===== src/include/lpmc_regs.svh =====
// Purpose: constants for the low power mode controller
// Assumes: 100 MHz core clock
// Notes: mode codes as software writes them into the mode code field
// Contract
// [RQ1] active idle standby keep all regulators on
// [RQ2] sleep keeps only retention regulator on
// [RQ3] power-down turns every regulator off
// [RQ4] active may enter any low-power mode
// [RQ5] idle entry on core_sleep_flag without deep sleep
// [RQ6] idle keeps regulator normal, flash standby
// [RQ7] idle exits on irq, event line, reset
// [RQ8] idle by interrupt wait wakes on enabled irq
// [RQ9] idle by event wait, flag clear: event wakes
// [RQ10] idle by event wait, flag set: irq wakes
// [RQ11] standby entry: deep sleep, no pending
// [RQ12] standby stops core, radio stays usable
// [RQ13] standby sram retention and oscillators configurable
// [RQ14] standby holds io retention and pins
// [RQ15] standby by interrupt wait: enabled line irq
// [RQ16] standby by event wait, flag clear: event
// [RQ17] standby by event wait, flag set: irq
// [RQ18] standby exit restarts fast oscillators, resumes
// [RQ19] software clears pending flags after wake
// [RQ20] standby needs enable and code 001; code enters standby on any deep entry not selecting power-down or sleep
// [RQ21] sleep needs radio idle, code 2; code checks only enable and code 2, with no radio idle input
// [RQ22] sleep completes once flash, bus idle
// [RQ23] explicit mode state, records entry cause
// [RQ24] reset or wake pin exits any mode
`ifndef LPMC_REGS_SVH
`define LPMC_REGS_SVH
`define LPMC_CODE_STANDBY 3'h1
`define LPMC_CODE_SLEEP 3'h2
`define LPMC_OSC_SETTLE_NS 1000
`define LPMC_CLK_NS 10
`define LPMC_OSC_SETTLE_CYC ((`LPMC_OSC_SETTLE_NS + `LPMC_CLK_NS - 1) / `LPMC_CLK_NS)
`define LPMC_RST_MODE 3'h0
`endif


===== src/include/lpmc_pkg.sv =====
// Purpose: types for the low power mode controller
// Assumes: nothing
// Notes: state codes written out
package lpmc_pkg;
  // current power mode
  typedef enum logic [2:0] {
    LPMC_ACTIVE = 3'h0,
    LPMC_IDLE = 3'h1,
    LPMC_STANDBY = 3'h2,
    LPMC_SLEEP = 3'h3,
    LPMC_PDOWN = 3'h4,
    LPMC_SLP_WAIT = 3'h5,
    LPMC_WAKE = 3'h6
  } lpmc_mode_e;
  // which instruction put the core down
  typedef enum logic [1:0] {
    LPMC_BY_WAIT_IRQ = 2'h0,
    LPMC_BY_WAIT_EVT = 2'h1,
    LPMC_BY_EXIT = 2'h2
  } lpmc_cause_e;
endpackage : lpmc_pkg


===== src/rtl/lpmc_ctrl.sv =====
// Purpose: low power mode sequencer driving regulators, clocks and retention
// Assumes: core sleep signals are on core_clk_i; wake pins and reset pin are asynchronous
// Notes: core clock is assumed kept alive by an always-on source in this model
`timescale 1ns/10ps
`include "lpmc_regs.svh"
module lpmc_ctrl
  import lpmc_pkg::*;
(
  input wire logic core_clk_i,
  input wire logic rst_n_i,
  input wire logic core_sleep_flag_i, // core reports core_sleep_flag
  input wire logic deep_sleep_request_i,
  input wire logic sleep_on_handler_exit_i,
  input wire logic pending_as_event_i,
  input wire logic wait_for_interrupt_instr_i, // one-cycle pulse
  input wire logic wait_for_event_instr_i, // one-cycle pulse
  input wire logic handler_return_i, // handler return with nothing pending
  input wire logic power_down_select_i,
  input wire logic mode_select_enable_i,
  input wire logic [2:0] low_power_mode_code_i,
  input wire logic irq_pending_i, // any irq pending, enabled or not
  input wire logic irq_enabled_pending_i, // pending and enabled in the irq controller
  input wire logic line_irq_enabled_i, // event-line irq enabled in the irq controller
  input wire logic line_irq_i, // event-line irq raised
  input wire logic line_event_i, // event-line event raised
  input wire logic flash_idle_i,
  input wire logic periph_bus_idle_i,
  input wire logic [1:0] sram_keep_cfg_i, // 0 none, 1 part, 3 all
  input wire logic fast_xtal_keep_i,
  input wire logic slow_xtal_en_i,
  input wire logic slow_int_en_i,
  input wire logic reset_pin_n_i, // asynchronous pin
  input wire logic wake_pin_one_i, // asynchronous pin
  output logic [2:0] mode_o,
  output logic buck_on_o,
  output logic system_regulator_on_o,
  output logic retention_regulator_on_o,
  output logic regulator_normal_o,
  output logic flash_standby_o,
  output logic flash_off_o,
  output logic core_clk_run_o,
  output logic core_power_o,
  output logic periph_if_on_o,
  output logic radio_avail_o,
  output logic [1:0] sram_keep_o,
  output logic fast_internal_osc_on_o,
  output logic fast_crystal_osc_on_o,
  output logic slow_crystal_osc_on_o,
  output logic slow_internal_osc_on_o,
  output logic io_retain_o,
  output logic core_resume_o, // one-cycle pulse: core runs again
  output logic [1:0] entry_cause_o
);
  // ***********************************
  // pin synchronisers
  // ***********************************
  logic rst_pin_held_s; // reset pin held low, synchronised
  logic wake_pin_s; // wake pin, synchronised
  logic wake_pin_d; // previous wake pin, for rising edge
  logic rst_pin_d; // previous reset pin
  logic pin_wake; // reset pin low edge or wake pin rising edge

  lpmc_sync2 u_sync_rst (
    .core_clk_i(core_clk_i),
    .rst_n_i(rst_n_i),
    .async_i(!reset_pin_n_i),
    .sync_o(rst_pin_held_s)
  );
  lpmc_sync2 u_sync_wake (
    .core_clk_i(core_clk_i),
    .rst_n_i(rst_n_i),
    .async_i(wake_pin_one_i),
    .sync_o(wake_pin_s)
  );

  // edge history for pins (reads second stage only)
  always_ff @(posedge core_clk_i) begin
    if (!rst_n_i) begin
      wake_pin_d <= 1'b0;
      rst_pin_d <= 1'b0;
    end else begin
      wake_pin_d <= wake_pin_s;
      rst_pin_d <= rst_pin_held_s;
    end
  end
  // note: rst_pin_held_s is high while the pin is held low
  assign pin_wake = (wake_pin_s && !wake_pin_d) || (rst_pin_held_s && !rst_pin_d); // RQ24

  // ***********************************
  // state and entry decode
  // ***********************************
  lpmc_mode_e mode; // current mode
  lpmc_mode_e next_mode;
  lpmc_cause_e cause; // entry instruction, picks wake rule
  lpmc_cause_e next_cause;
  logic [7:0] settle_cnt; // oscillator settle after standby or sleep
  logic wait_instr; // either wait instruction this cycle
  logic nothing_pending; // no irq for an interrupt wait, no event for an event wait
  logic idle_entry;
  logic deep_entry;
  logic wake_now;

  assign wait_instr = wait_for_interrupt_instr_i || wait_for_event_instr_i;
  assign nothing_pending = wait_for_interrupt_instr_i ? !irq_pending_i : !line_event_i;

  // idle: core_sleep_flag, no deep sleep, either by instruction or handler return
  assign idle_entry = core_sleep_flag_i && !deep_sleep_request_i &&
                      ((wait_instr && !sleep_on_handler_exit_i) ||
                       (sleep_on_handler_exit_i && handler_return_i)); // RQ5
  // deep modes need a wait instruction and nothing already pending
  assign deep_entry = deep_sleep_request_i && wait_instr && nothing_pending; // RQ11

  // wake rules depend on mode and entry cause
  always_comb begin
    wake_now = pin_wake; // RQ24
    case (mode)
      LPMC_IDLE: begin
        if (cause != LPMC_BY_WAIT_EVT) begin
          wake_now = wake_now || irq_enabled_pending_i || line_irq_i; // RQ8 RQ7
        end else if (!pending_as_event_i) begin
          wake_now = wake_now || line_event_i || line_irq_i; // RQ9 RQ7
        end else begin
          wake_now = wake_now || irq_pending_i || line_event_i; // RQ10
        end
      end
      LPMC_STANDBY, LPMC_SLEEP: begin
        if (cause != LPMC_BY_WAIT_EVT) begin
          wake_now = wake_now || (line_irq_i && line_irq_enabled_i); // RQ15
        end else if (!pending_as_event_i) begin
          wake_now = wake_now || line_event_i; // RQ16
        end else begin
          wake_now = wake_now || line_irq_i || line_event_i; // RQ17
        end
      end
      default: begin
        wake_now = pin_wake;
      end
    endcase
  end

  // ***********************************
  // next mode
  // ***********************************
  always_comb begin
    next_mode = mode;
    next_cause = cause;
    case (mode)
      LPMC_ACTIVE: begin
        if (deep_entry) begin // RQ4
          next_cause = wait_for_event_instr_i ? LPMC_BY_WAIT_EVT : LPMC_BY_WAIT_IRQ; // RQ23
          if (power_down_select_i) begin
            next_mode = LPMC_PDOWN;
          end else if (mode_select_enable_i && low_power_mode_code_i == `LPMC_CODE_SLEEP) begin
            next_mode = LPMC_SLP_WAIT; // RQ21
          end else begin
            next_mode = LPMC_STANDBY; // RQ20
          end
        end else if (idle_entry) begin
          next_mode = LPMC_IDLE;
          next_cause = wait_for_event_instr_i ? LPMC_BY_WAIT_EVT :
                       (wait_for_interrupt_instr_i ? LPMC_BY_WAIT_IRQ : LPMC_BY_EXIT); // RQ23
        end
      end
      LPMC_SLP_WAIT: begin
        if (pin_wake) begin
          next_mode = LPMC_ACTIVE;
        end else if (flash_idle_i && periph_bus_idle_i) begin
          next_mode = LPMC_SLEEP; // RQ22
        end
      end
      LPMC_IDLE: begin
        if (wake_now) begin
          next_mode = LPMC_ACTIVE; // RQ7
        end
      end
      LPMC_STANDBY, LPMC_SLEEP: begin
        if (wake_now) begin
          next_mode = LPMC_WAKE; // RQ18
        end
      end
      LPMC_PDOWN: begin
        if (pin_wake) begin
          next_mode = LPMC_ACTIVE; // RQ24
        end
      end
      LPMC_WAKE: begin
        if (settle_cnt == 8'h00) begin
          next_mode = LPMC_ACTIVE;
        end
      end
      default: begin
        next_mode = LPMC_ACTIVE;
      end
    endcase
  end

  // state register
  always_ff @(posedge core_clk_i) begin
    if (!rst_n_i) begin
      mode <= LPMC_ACTIVE;
      cause <= LPMC_BY_WAIT_IRQ;
    end else begin
      mode <= next_mode; // RQ23
      cause <= next_cause;
    end
  end

  // oscillator settle count, loaded on wake from standby or sleep
  always_ff @(posedge core_clk_i) begin
    if (!rst_n_i) begin
      settle_cnt <= 8'h00;
    end else if (mode != LPMC_WAKE && next_mode == LPMC_WAKE) begin
      settle_cnt <= 8'(`LPMC_OSC_SETTLE_CYC - 1); // RQ18
    end else if (settle_cnt != 8'h00) begin
      settle_cnt <= settle_cnt - 8'h01;
    end
  end

  // ***********************************
  // outputs, registered from next state
  // ***********************************
  always_ff @(posedge core_clk_i) begin
    if (!rst_n_i) begin
      buck_on_o <= 1'b1;
      system_regulator_on_o <= 1'b1;
      retention_regulator_on_o <= 1'b1;
      regulator_normal_o <= 1'b1;
    end else begin
      buck_on_o <= next_mode != LPMC_SLEEP && next_mode != LPMC_PDOWN; // RQ1 RQ2 RQ3
      system_regulator_on_o <= next_mode != LPMC_SLEEP && next_mode != LPMC_PDOWN; // RQ1 RQ2
      retention_regulator_on_o <= next_mode != LPMC_PDOWN; // RQ2 RQ3
      regulator_normal_o <= next_mode != LPMC_SLEEP && next_mode != LPMC_PDOWN; // RQ6 RQ12
    end
  end

  // core, flash, peripherals, radio
  always_ff @(posedge core_clk_i) begin
    if (!rst_n_i) begin
      core_clk_run_o <= 1'b1;
      core_power_o <= 1'b1;
      periph_if_on_o <= 1'b1;
      flash_standby_o <= 1'b0;
      flash_off_o <= 1'b0;
      radio_avail_o <= 1'b1;
      io_retain_o <= 1'b0;
    end else begin
      core_clk_run_o <= next_mode == LPMC_ACTIVE || next_mode == LPMC_SLP_WAIT;
      core_power_o <= next_mode == LPMC_ACTIVE || next_mode == LPMC_IDLE ||
                      next_mode == LPMC_SLP_WAIT; // RQ12
      periph_if_on_o <= next_mode == LPMC_ACTIVE || next_mode == LPMC_IDLE ||
                        next_mode == LPMC_SLP_WAIT; // RQ6 RQ12
      flash_standby_o <= next_mode == LPMC_IDLE || next_mode == LPMC_STANDBY; // RQ6
      flash_off_o <= next_mode == LPMC_SLEEP || next_mode == LPMC_PDOWN;
      radio_avail_o <= next_mode != LPMC_SLEEP && next_mode != LPMC_PDOWN; // RQ12
      io_retain_o <= next_mode == LPMC_STANDBY || next_mode == LPMC_SLEEP; // RQ14
    end
  end

  // clocks and sram retention
  always_ff @(posedge core_clk_i) begin
    if (!rst_n_i) begin
      sram_keep_o <= 2'h3;
      fast_internal_osc_on_o <= 1'b1;
      fast_crystal_osc_on_o <= 1'b1;
      slow_crystal_osc_on_o <= 1'b0;
      slow_internal_osc_on_o <= 1'b1;
    end else begin
      case (next_mode)
        LPMC_STANDBY: begin
          sram_keep_o <= sram_keep_cfg_i; // RQ13
          fast_internal_osc_on_o <= 1'b0;
          fast_crystal_osc_on_o <= fast_xtal_keep_i; // RQ13
          slow_crystal_osc_on_o <= slow_xtal_en_i;
          slow_internal_osc_on_o <= slow_int_en_i;
        end
        LPMC_SLEEP: begin
          sram_keep_o <= sram_keep_cfg_i;
          fast_internal_osc_on_o <= 1'b0;
          fast_crystal_osc_on_o <= 1'b0;
          slow_crystal_osc_on_o <= slow_xtal_en_i;
          slow_internal_osc_on_o <= slow_int_en_i;
        end
        LPMC_PDOWN: begin
          sram_keep_o <= 2'h0; // RQ3
          fast_internal_osc_on_o <= 1'b0;
          fast_crystal_osc_on_o <= 1'b0;
          slow_crystal_osc_on_o <= 1'b0;
          slow_internal_osc_on_o <= 1'b0;
        end
        default: begin
          sram_keep_o <= 2'h3;
          fast_internal_osc_on_o <= 1'b1; // RQ18
          fast_crystal_osc_on_o <= 1'b1; // RQ18
          slow_crystal_osc_on_o <= slow_xtal_en_i;
          slow_internal_osc_on_o <= 1'b1;
        end
      endcase
    end
  end

  // mode, cause and resume pulse
  always_ff @(posedge core_clk_i) begin
    if (!rst_n_i) begin
      mode_o <= `LPMC_RST_MODE;
      entry_cause_o <= 2'h0;
      core_resume_o <= 1'b0;
    end else begin
      mode_o <= next_mode;
      entry_cause_o <= next_cause;
      core_resume_o <= mode != LPMC_ACTIVE && next_mode == LPMC_ACTIVE; // RQ18 RQ23
    end
  end
endmodule : lpmc_ctrl


===== src/rtl/lpmc_sync2.sv =====
// Purpose: two flop synchroniser for pin inputs
// Assumes: single clock domain
// Notes: first flop feeds only the second
`timescale 1ns/10ps
module lpmc_sync2 (
  input wire logic core_clk_i,
  input wire logic rst_n_i,
  input wire logic async_i,
  output logic sync_o
);
  logic meta; // first stage, read only by sync_o
  // ***********************************
  // two stage capture
  // ***********************************
  always_ff @(posedge core_clk_i) begin
    if (!rst_n_i) begin
      meta <= 1'b0;
      sync_o <= 1'b0;
    end else begin
      meta <= async_i;
      sync_o <= meta;
    end
  end
endmodule : lpmc_sync2


===== config.mk =====
export PLATFORM = sky130hd
export DESIGN_NAME = lpmc_ctrl
export DESIGN_NICKNAME = d
export VERILOG_FILES = /design/src/include/lpmc_pkg.sv /design/src/rtl/lpmc_ctrl.sv /design/src/rtl/lpmc_sync2.sv
export VERILOG_INCLUDE_DIRS = /design/src /design/src/include
export SDC_FILE = /design/constraint.sdc
export NUM_CORES = 1
export LEC_CHECK = 0
export BUFFER_PORTS_ARGS = -buffer_cell sky130_fd_sc_hd__buf_2
export CELL_PAD_IN_SITES_DETAIL_PLACEMENT = 1
export CELL_PAD_IN_SITES_GLOBAL_PLACEMENT = 2
export CORE_MARGIN = 2
export CORE_UTILIZATION = 30
export CTS_CLUSTER_DIAMETER = 80
export CTS_CLUSTER_SIZE = 25
export DETAILED_ROUTE_END_ITERATION = 10
export HOLD_SLACK_MARGIN = 0.08
export PLACE_DENSITY = 0.83
export SETUP_SLACK_MARGIN = 0.3
export SKIP_CTS_REPAIR_TIMING = 1
export SLEW_MARGIN = 20
export SYNTH_ARGS = -nofsm -noshare
export SYNTH_HDL_FRONTEND = slang
export SYNTH_SLANG_ARGS = --single-unit

===== constraint.sdc =====
create_clock -name core_clk_i -period 4.3 [get_ports core_clk_i]
set_input_delay 0.645 -clock core_clk_i [delete_from_list [all_inputs] [get_ports core_clk_i]]
set_output_delay 0.645 -clock core_clk_i [all_outputs]
set_load 0.02 [all_outputs]

==> out/results.txt, run 1 <==
status: finished, final reports clean
drt first pass iters: 4
HP Class: register to register
Fmax: 458.4 MHz
Final Max Tran Viols: 0
post-route ant nets: 0
CP Data Arrival Time: 2.37 ns
Final Cycle Share: 50.73%
drt via density: 4.833
# nets final: 238
startpoint types: input pin
layout cells sized above 1: 33.33%
max cap viols: 0
Setup Skew: 0.006912 ns
EDFF count, synth: 0
die area: 5419 um2
share of the synthesized area in the top cell type: 45.44%
vias: 1276
met3 global-route usage: 4.527%
register area: 660.6 um2
GR peak layer: met2
Routed WL: 3.367 mm
GPL Wtd Cong: 0.7827
Req. time, crit path: 4.49 ns
Syn Area/Cell: 9.087 um2
critical path type: input pin to register
met1 GRT Util: 17.06%
power per cell area: 523.5 nW/um2
top cells by count, synth: dfxtp_1 (33), nor2_1 (20), nand2_1 (14)
initial antenna violation count: 0
min cycle time layout: 2.181 ns
post-route DRC violation count: 0
CTS Buf Count: 5
Syn Inst Count: 160
RSZ-0062 raised after global routing: no
Worst setup EP type: register
clk sink count: 33
Setup-failing EPs final: 0
Slowest-stage cell, CP: o41ai_1
num rows: 25
Rel. slew slack: 59.39%
number of fill cells in the layout: 577
sequential area share after synthesis: 45.44%
Chip Height: 73.62 um
num ports: 51
crit-path max FO: 9
count leader, synth: dfxtp_1
Syn Nets: 189
Synth Register Bits: 33
number of global-route vias before repair: 1283
clock transition at the registers of the reported paths: 0.07 ns
Final Core Density: 39.33%
antenna cells: 0
Mapped Area: 1454 um2
CTS H-tree lvls: 2
Synth area leaders: dfxtp_1 (45%), nor2_1 (5.2%), o21ai_0 (3.8%), nand2_1 (3.6%), and2_1 (2.6%)
routed len/inst: 12.75 um
post-route setup TNS: 0 ns
placed wire-length estimate: 2.638 mm
Total GRT Usage: 13.81%
largest net degree at the start of global routing: 21
Initial DRC Count: 19
M2 GR Usage: 22.12%
first-pass GRT wire length: 5.685 mm
slew of the pin with the lowest slew margin: 0.6013 ns
biggest area consumer among synthesized cells: dfxtp_1
core area: 4692 um2
die outline width: 73.62 um
Top delay family on crit path: compound AO/OA/AOI/OAI gates
Synth Warn #: 0
Cell Chain, Critical Path: buf_2 > nor3b_1 > a221oi_2 > o41ai_1 > a21oi_2 > nor3b_4 > o21a_1
area grow syn2layout: 26.94%
Lkg Pwr: 0.8057 nW
asr flop ratio synth: 0%
Largest stage delay, worst path: 0.62 ns
CP bufs+invs: 1
initial core utilization: 30.99%
Clock Path Buffers: 2
dominant synthesized flop cell: dfxtp_1
multi-input logic area: 728.2 um2
VDD IR-drop max: 0.2174 mV
CTS tree: done
PortBufs: 50
Synth cell types: 43
total grt overflow: 0
worst-skew pair later-pin latency: 0.28 ns
Final Hold Viols: 0
CTS Root Cell: clkbuf_8
## metrics by stage
step                setup WS [ns]  std cells  power [mW]  hold WS, ns  area (um2)
global placement            1.903        256      0.6701       0.4152        1725
floorplan                   2.203        160      0.6073       0.4119        1454
global route                1.910        264       1.043       0.4748        1846
finish                      2.119        264      0.9661       0.4387        1846
detailed placement          1.823        256      0.6754       0.4292        1725
CTS                         2.114        264      0.9815       0.4452        1846
## routing by layer
layer	vias up	part of all wire [%]
met5	-	0
met4	0	1.2
met3	5	6.3
met2	35	46
met1	585	46
li1	651	-
## worst paths after layout
kind / start / end / slack, ns / cells past startpoint
worst max register to register: settle_cnt[0]$_SDFFE_PN0P_ / fast_internal_osc_on_o$_SDFF_PN1_ / 2.13 / 7
worst max-delay path: line_event_i / flash_off_o$_SDFF_PN0_ / 2.12 / 7
worst min-delay path: u_sync_wake.meta$_SDFF_PN0_ / u_sync_wake.sync_o$_SDFF_PN0_ / 0.44 / 1
worst min register to register: u_sync_wake.meta$_SDFF_PN0_ / u_sync_wake.sync_o$_SDFF_PN0_ / 0.44 / 1
## cells by family (layout without fill, tap and decap cells)
group                      count (synthesis)  after routing  share of synthesized area (%)
xor gates and xnor gates                   5              5                          3.012
buffers and inverters                     13             63                          4.475
AOI/OAI and AO/OA                         32             32                          15.75
and+or+nand+nor                           73             73                          28.40
DFF                                       33             33                          45.44
adders and majority gates                  1              1                         0.8604
muxes                                      3              3                          2.065
## sequential cells by signal (all words and copies together), names as in the netlist, 2 cells and up
name,flops
entry_cause_o,2
mode_o,3
settle_cnt,8
sram_keep_o,2
## placed cells by master, fill, tap and decap left out, types with 4 or more instances in the layout
cell,count
buf_2,50
dfxtp_1,33
nor2_1,20
nand2_1,14
o21ai_0,11
a21oi_1,7
and2_1,6
clkbuf_8,6
inv_1,5
nor3_1,5
nand2b_1,4
nor2b_1,4
xnor2_1,4
## power by group
part / switching (mW) / internal, mW / total (mW)
registers: 0.0399 / 0.350 / 0.390
clock network: 0.113 / 0.188 / 0.302
logic: 0.148 / 0.126 / 0.275
total: 0.301 / 0.665 / 0.966
## area by class of cell
| cell class | instances | share of cell area, % |
|---|---|---|
| Timing Repair Buffer | 50 | 13.56 |
| Inverter | 5 | 1.017 |
| Clock inverter | 2 | 2.034 |
| Tap cell | 54 | 3.661 |
| Multi-Input combinational cell | 114 | 39.46 |
| Clock buffer | 6 | 4.475 |
| Sequential cell | 33 | 35.80 |
Power figures use the tool's default switching activity.
==> inputs of run 2 (changes only) <==
CORE_UTILIZATION = 25   (was 30)
PLACE_DENSITY = 0.74   (was 0.83)
clock period = 2 ns   (was 4.3 ns; I/O delays follow)
==> out/results.txt, run 2 (synthesized netlist as in run 1, its figures left out) <==
status: finished, final reports clean
area grow syn2layout: 37.26%
startpoint types: register
drt via density: 4.469
Post-Layout Cell Count: 294
RSZ-0062 raised after global routing: yes
Req. time, crit path: 2.15 ns
share of total power in the clock network: 23.4%
Fmax: 528.0 MHz
Stages on worst setup path: 8
Final Core Density: 35.80%
# nets final: 250
routed len/inst: 12.60 um
Power, Total: 2.076 mW
number of global-route vias before repair: 1388
Setup WS pre-CTS: -0.05674 ns
antenna cells: 0
commonest non-fill, non-tap cell in the layout: buf_2
CTS H-tree lvls: 2
post-route ant nets: 0
r2r worst-path depth: 8
HP Class: input pin to register
r2r setup slk: 0.11 ns
CP bufs+invs: 2
Hold Crit Start: reset_pin_n_i
Lkg Pwr: 0.8733 nW
Cell Int Power: 1.376 mW
final hold slack: 0.1677 ns
Clock Path Buffers: 2
Hold Crit Depth: 2
Sw Share: 33.72%
slew of the pin with the lowest slew margin: 0.6367 ns
Top delay family on crit path: compound AO/OA/AOI/OAI gates
GPL Wtd Cong: 0.6806
worst-skew pair later-pin latency: 0.28 ns
initial antenna violation count: 0
power share of the sequential group: 40.6%
Chip Height: 80.26 um
die outline width: 80.26 um
CTS Root Cell: clkbuf_8
Final Hold Viols: 0
Cell Chain, Critical Path: inv_2 > ha_4 > nor4b_4 > a211oi_2 > a2111o_1 > nor3b_4 > buf_6 > o21ai_1
initial core utilization: 26.08%
CTS tree: done
num ports: 51
max cap viols: 0
die area: 6442 um2
critical path type: register to register
Placement Cell Area: 1843 um2
Largest register FFs: 8
Setup Skew: 0.002479 ns
Routed WL: 3.704 mm
Top reg by flops: settle_cnt
first-pass GRT wire length: 6.341 mm
Initial DRC Count: 33
num rows: 27
Regs by FF count: settle_cnt: 8 flops, mode_o: 3 flops
Setup-failing EPs final: 0
vias: 1314
layout cells sized above 1: 43.24%
largest net degree at the start of global routing: 21
min cycle time layout: 1.894 ns
PortBufs: 50
CP Data Arrival Time: 2.05 ns
placed wire-length estimate: 2.881 mm
Largest stage delay, worst path: 0.41 ns
R2R Path End: sram_keep_o[0]$_SDFF_PN1_
Final Max Tran Viols: 0
post-route DRC violation count: 0
CTS Buf Count: 5
drt first pass iters: 4
post-route setup TNS: 0 ns
final instance area: 1996 um2
Rel. slew slack: 57.45%
core area: 5574 um2
clk sink count: 33
Hold Crit Endpoint: u_sync_rst.meta$_SDFF_PN0_
VDD IR-drop max: 0.4368 mV
NetSw: 700.0 uW
Critical R2R Launch: settle_cnt[1]$_SDFFE_PN0P_
clock transition at the registers of the reported paths: 0.07 ns
dpl cells: 283
Worst setup EP type: register
Final Cycle Share: 94.70%
crit-path max FO: 9
Worst Setup Slack, final: 0.1060 ns
most frequent cells in the layout: buf_2 (50), dfxtp_1 (30), nor2_1 (18)
power per cell area: 1040 nW/um2
total grt overflow: 0
Total GRT Usage: 12.76%
Slowest-stage cell, CP: a2111o_1
Gate power share: 35.9%
## run 2: cell types whose count changed in the layout (fill, tap and decap cells not counted), moves of 3 or more
| cell | delta |
|---|---|
| buf_4 | +10 |
| o21ai_0 | -7 |
| o21ai_1 | +6 |
| dfxtp_1 | -3 |
| dfxtp_2 | +3 |
## run 2: layer usage
| layer | global-route usage (%) | part of all wire (%) | vias up |
|---|---|---|---|
| met4 | 3.051 | 0.27 | 0 |
| met2 | 21.83 | 50 | 24 |
| met5 | 0 | 0 | - |
| li1 | - | - | 676 |
| met3 | 4.494 | 4.1 | 2 |
| met1 | 15.24 | 45 | 612 |
## run 2: power by group through the flow
| stage | registers (mW) | logic (mW) | clock network, mW |
|---|---|---|---|
| 2_1_floorplan | 0.883 | 0.458 | 0 |
| 3_3_place_gp | 0.848 | 0.693 | 0 |
| 3_5_place_dp | 0.850 | 0.711 | 0 |
| 4_1_cts | 0.837 | 0.714 | 0.509 |
| 5_1_grt | 0.859 | 0.835 | 0.540 |
| 6_report | 0.843 | 0.746 | 0.487 |
## run 2: worst max-delay path by stage
stage | start | slack [ns] | to
after floorplan | settle_cnt[0]$_SDFFE_PN0P_ | 0.16 | fast_crystal_osc_on_o$_SDFF_PN1_
after global placement | low_power_mode_code_i[0] | 0.02 | fast_internal_osc_on_o$_SDFF_PN1_
after detailed placement | low_power_mode_code_i[0] | -0.06 | sram_keep_o[0]$_SDFF_PN1_
after CTS | settle_cnt[1]$_SDFFE_PN0P_ | 0.009 | flash_off_o$_SDFF_PN0_
after global routing | settle_cnt[1]$_SDFFE_PN0P_ | -0.02 | fast_crystal_osc_on_o$_SDFF_PN1_
final | settle_cnt[1]$_SDFFE_PN0P_ | 0.11 | sram_keep_o[0]$_SDFF_PN1_
## run 2: worst reg2reg max path, cell delays in order (launching register included)
cell and delay, ns:
dfxtp_2 0.32, inv_2 0.06, ha_4 0.14, nor4b_4 0.23, a211oi_2 0.15, a2111o_1 0.41, nor3b_4 0.24, buf_6 0.16
o21ai_1 0.07
## run 2: cell type report
type,count,area (um2)
tap,72,90.09
clock buffer,5,68.82
sequential,33,664.4
timing repair buffer,62,347.8
inverter,5,18.77
fill,684,3578
multi-input combinational,114,788.3
clock inverter,3,17.52
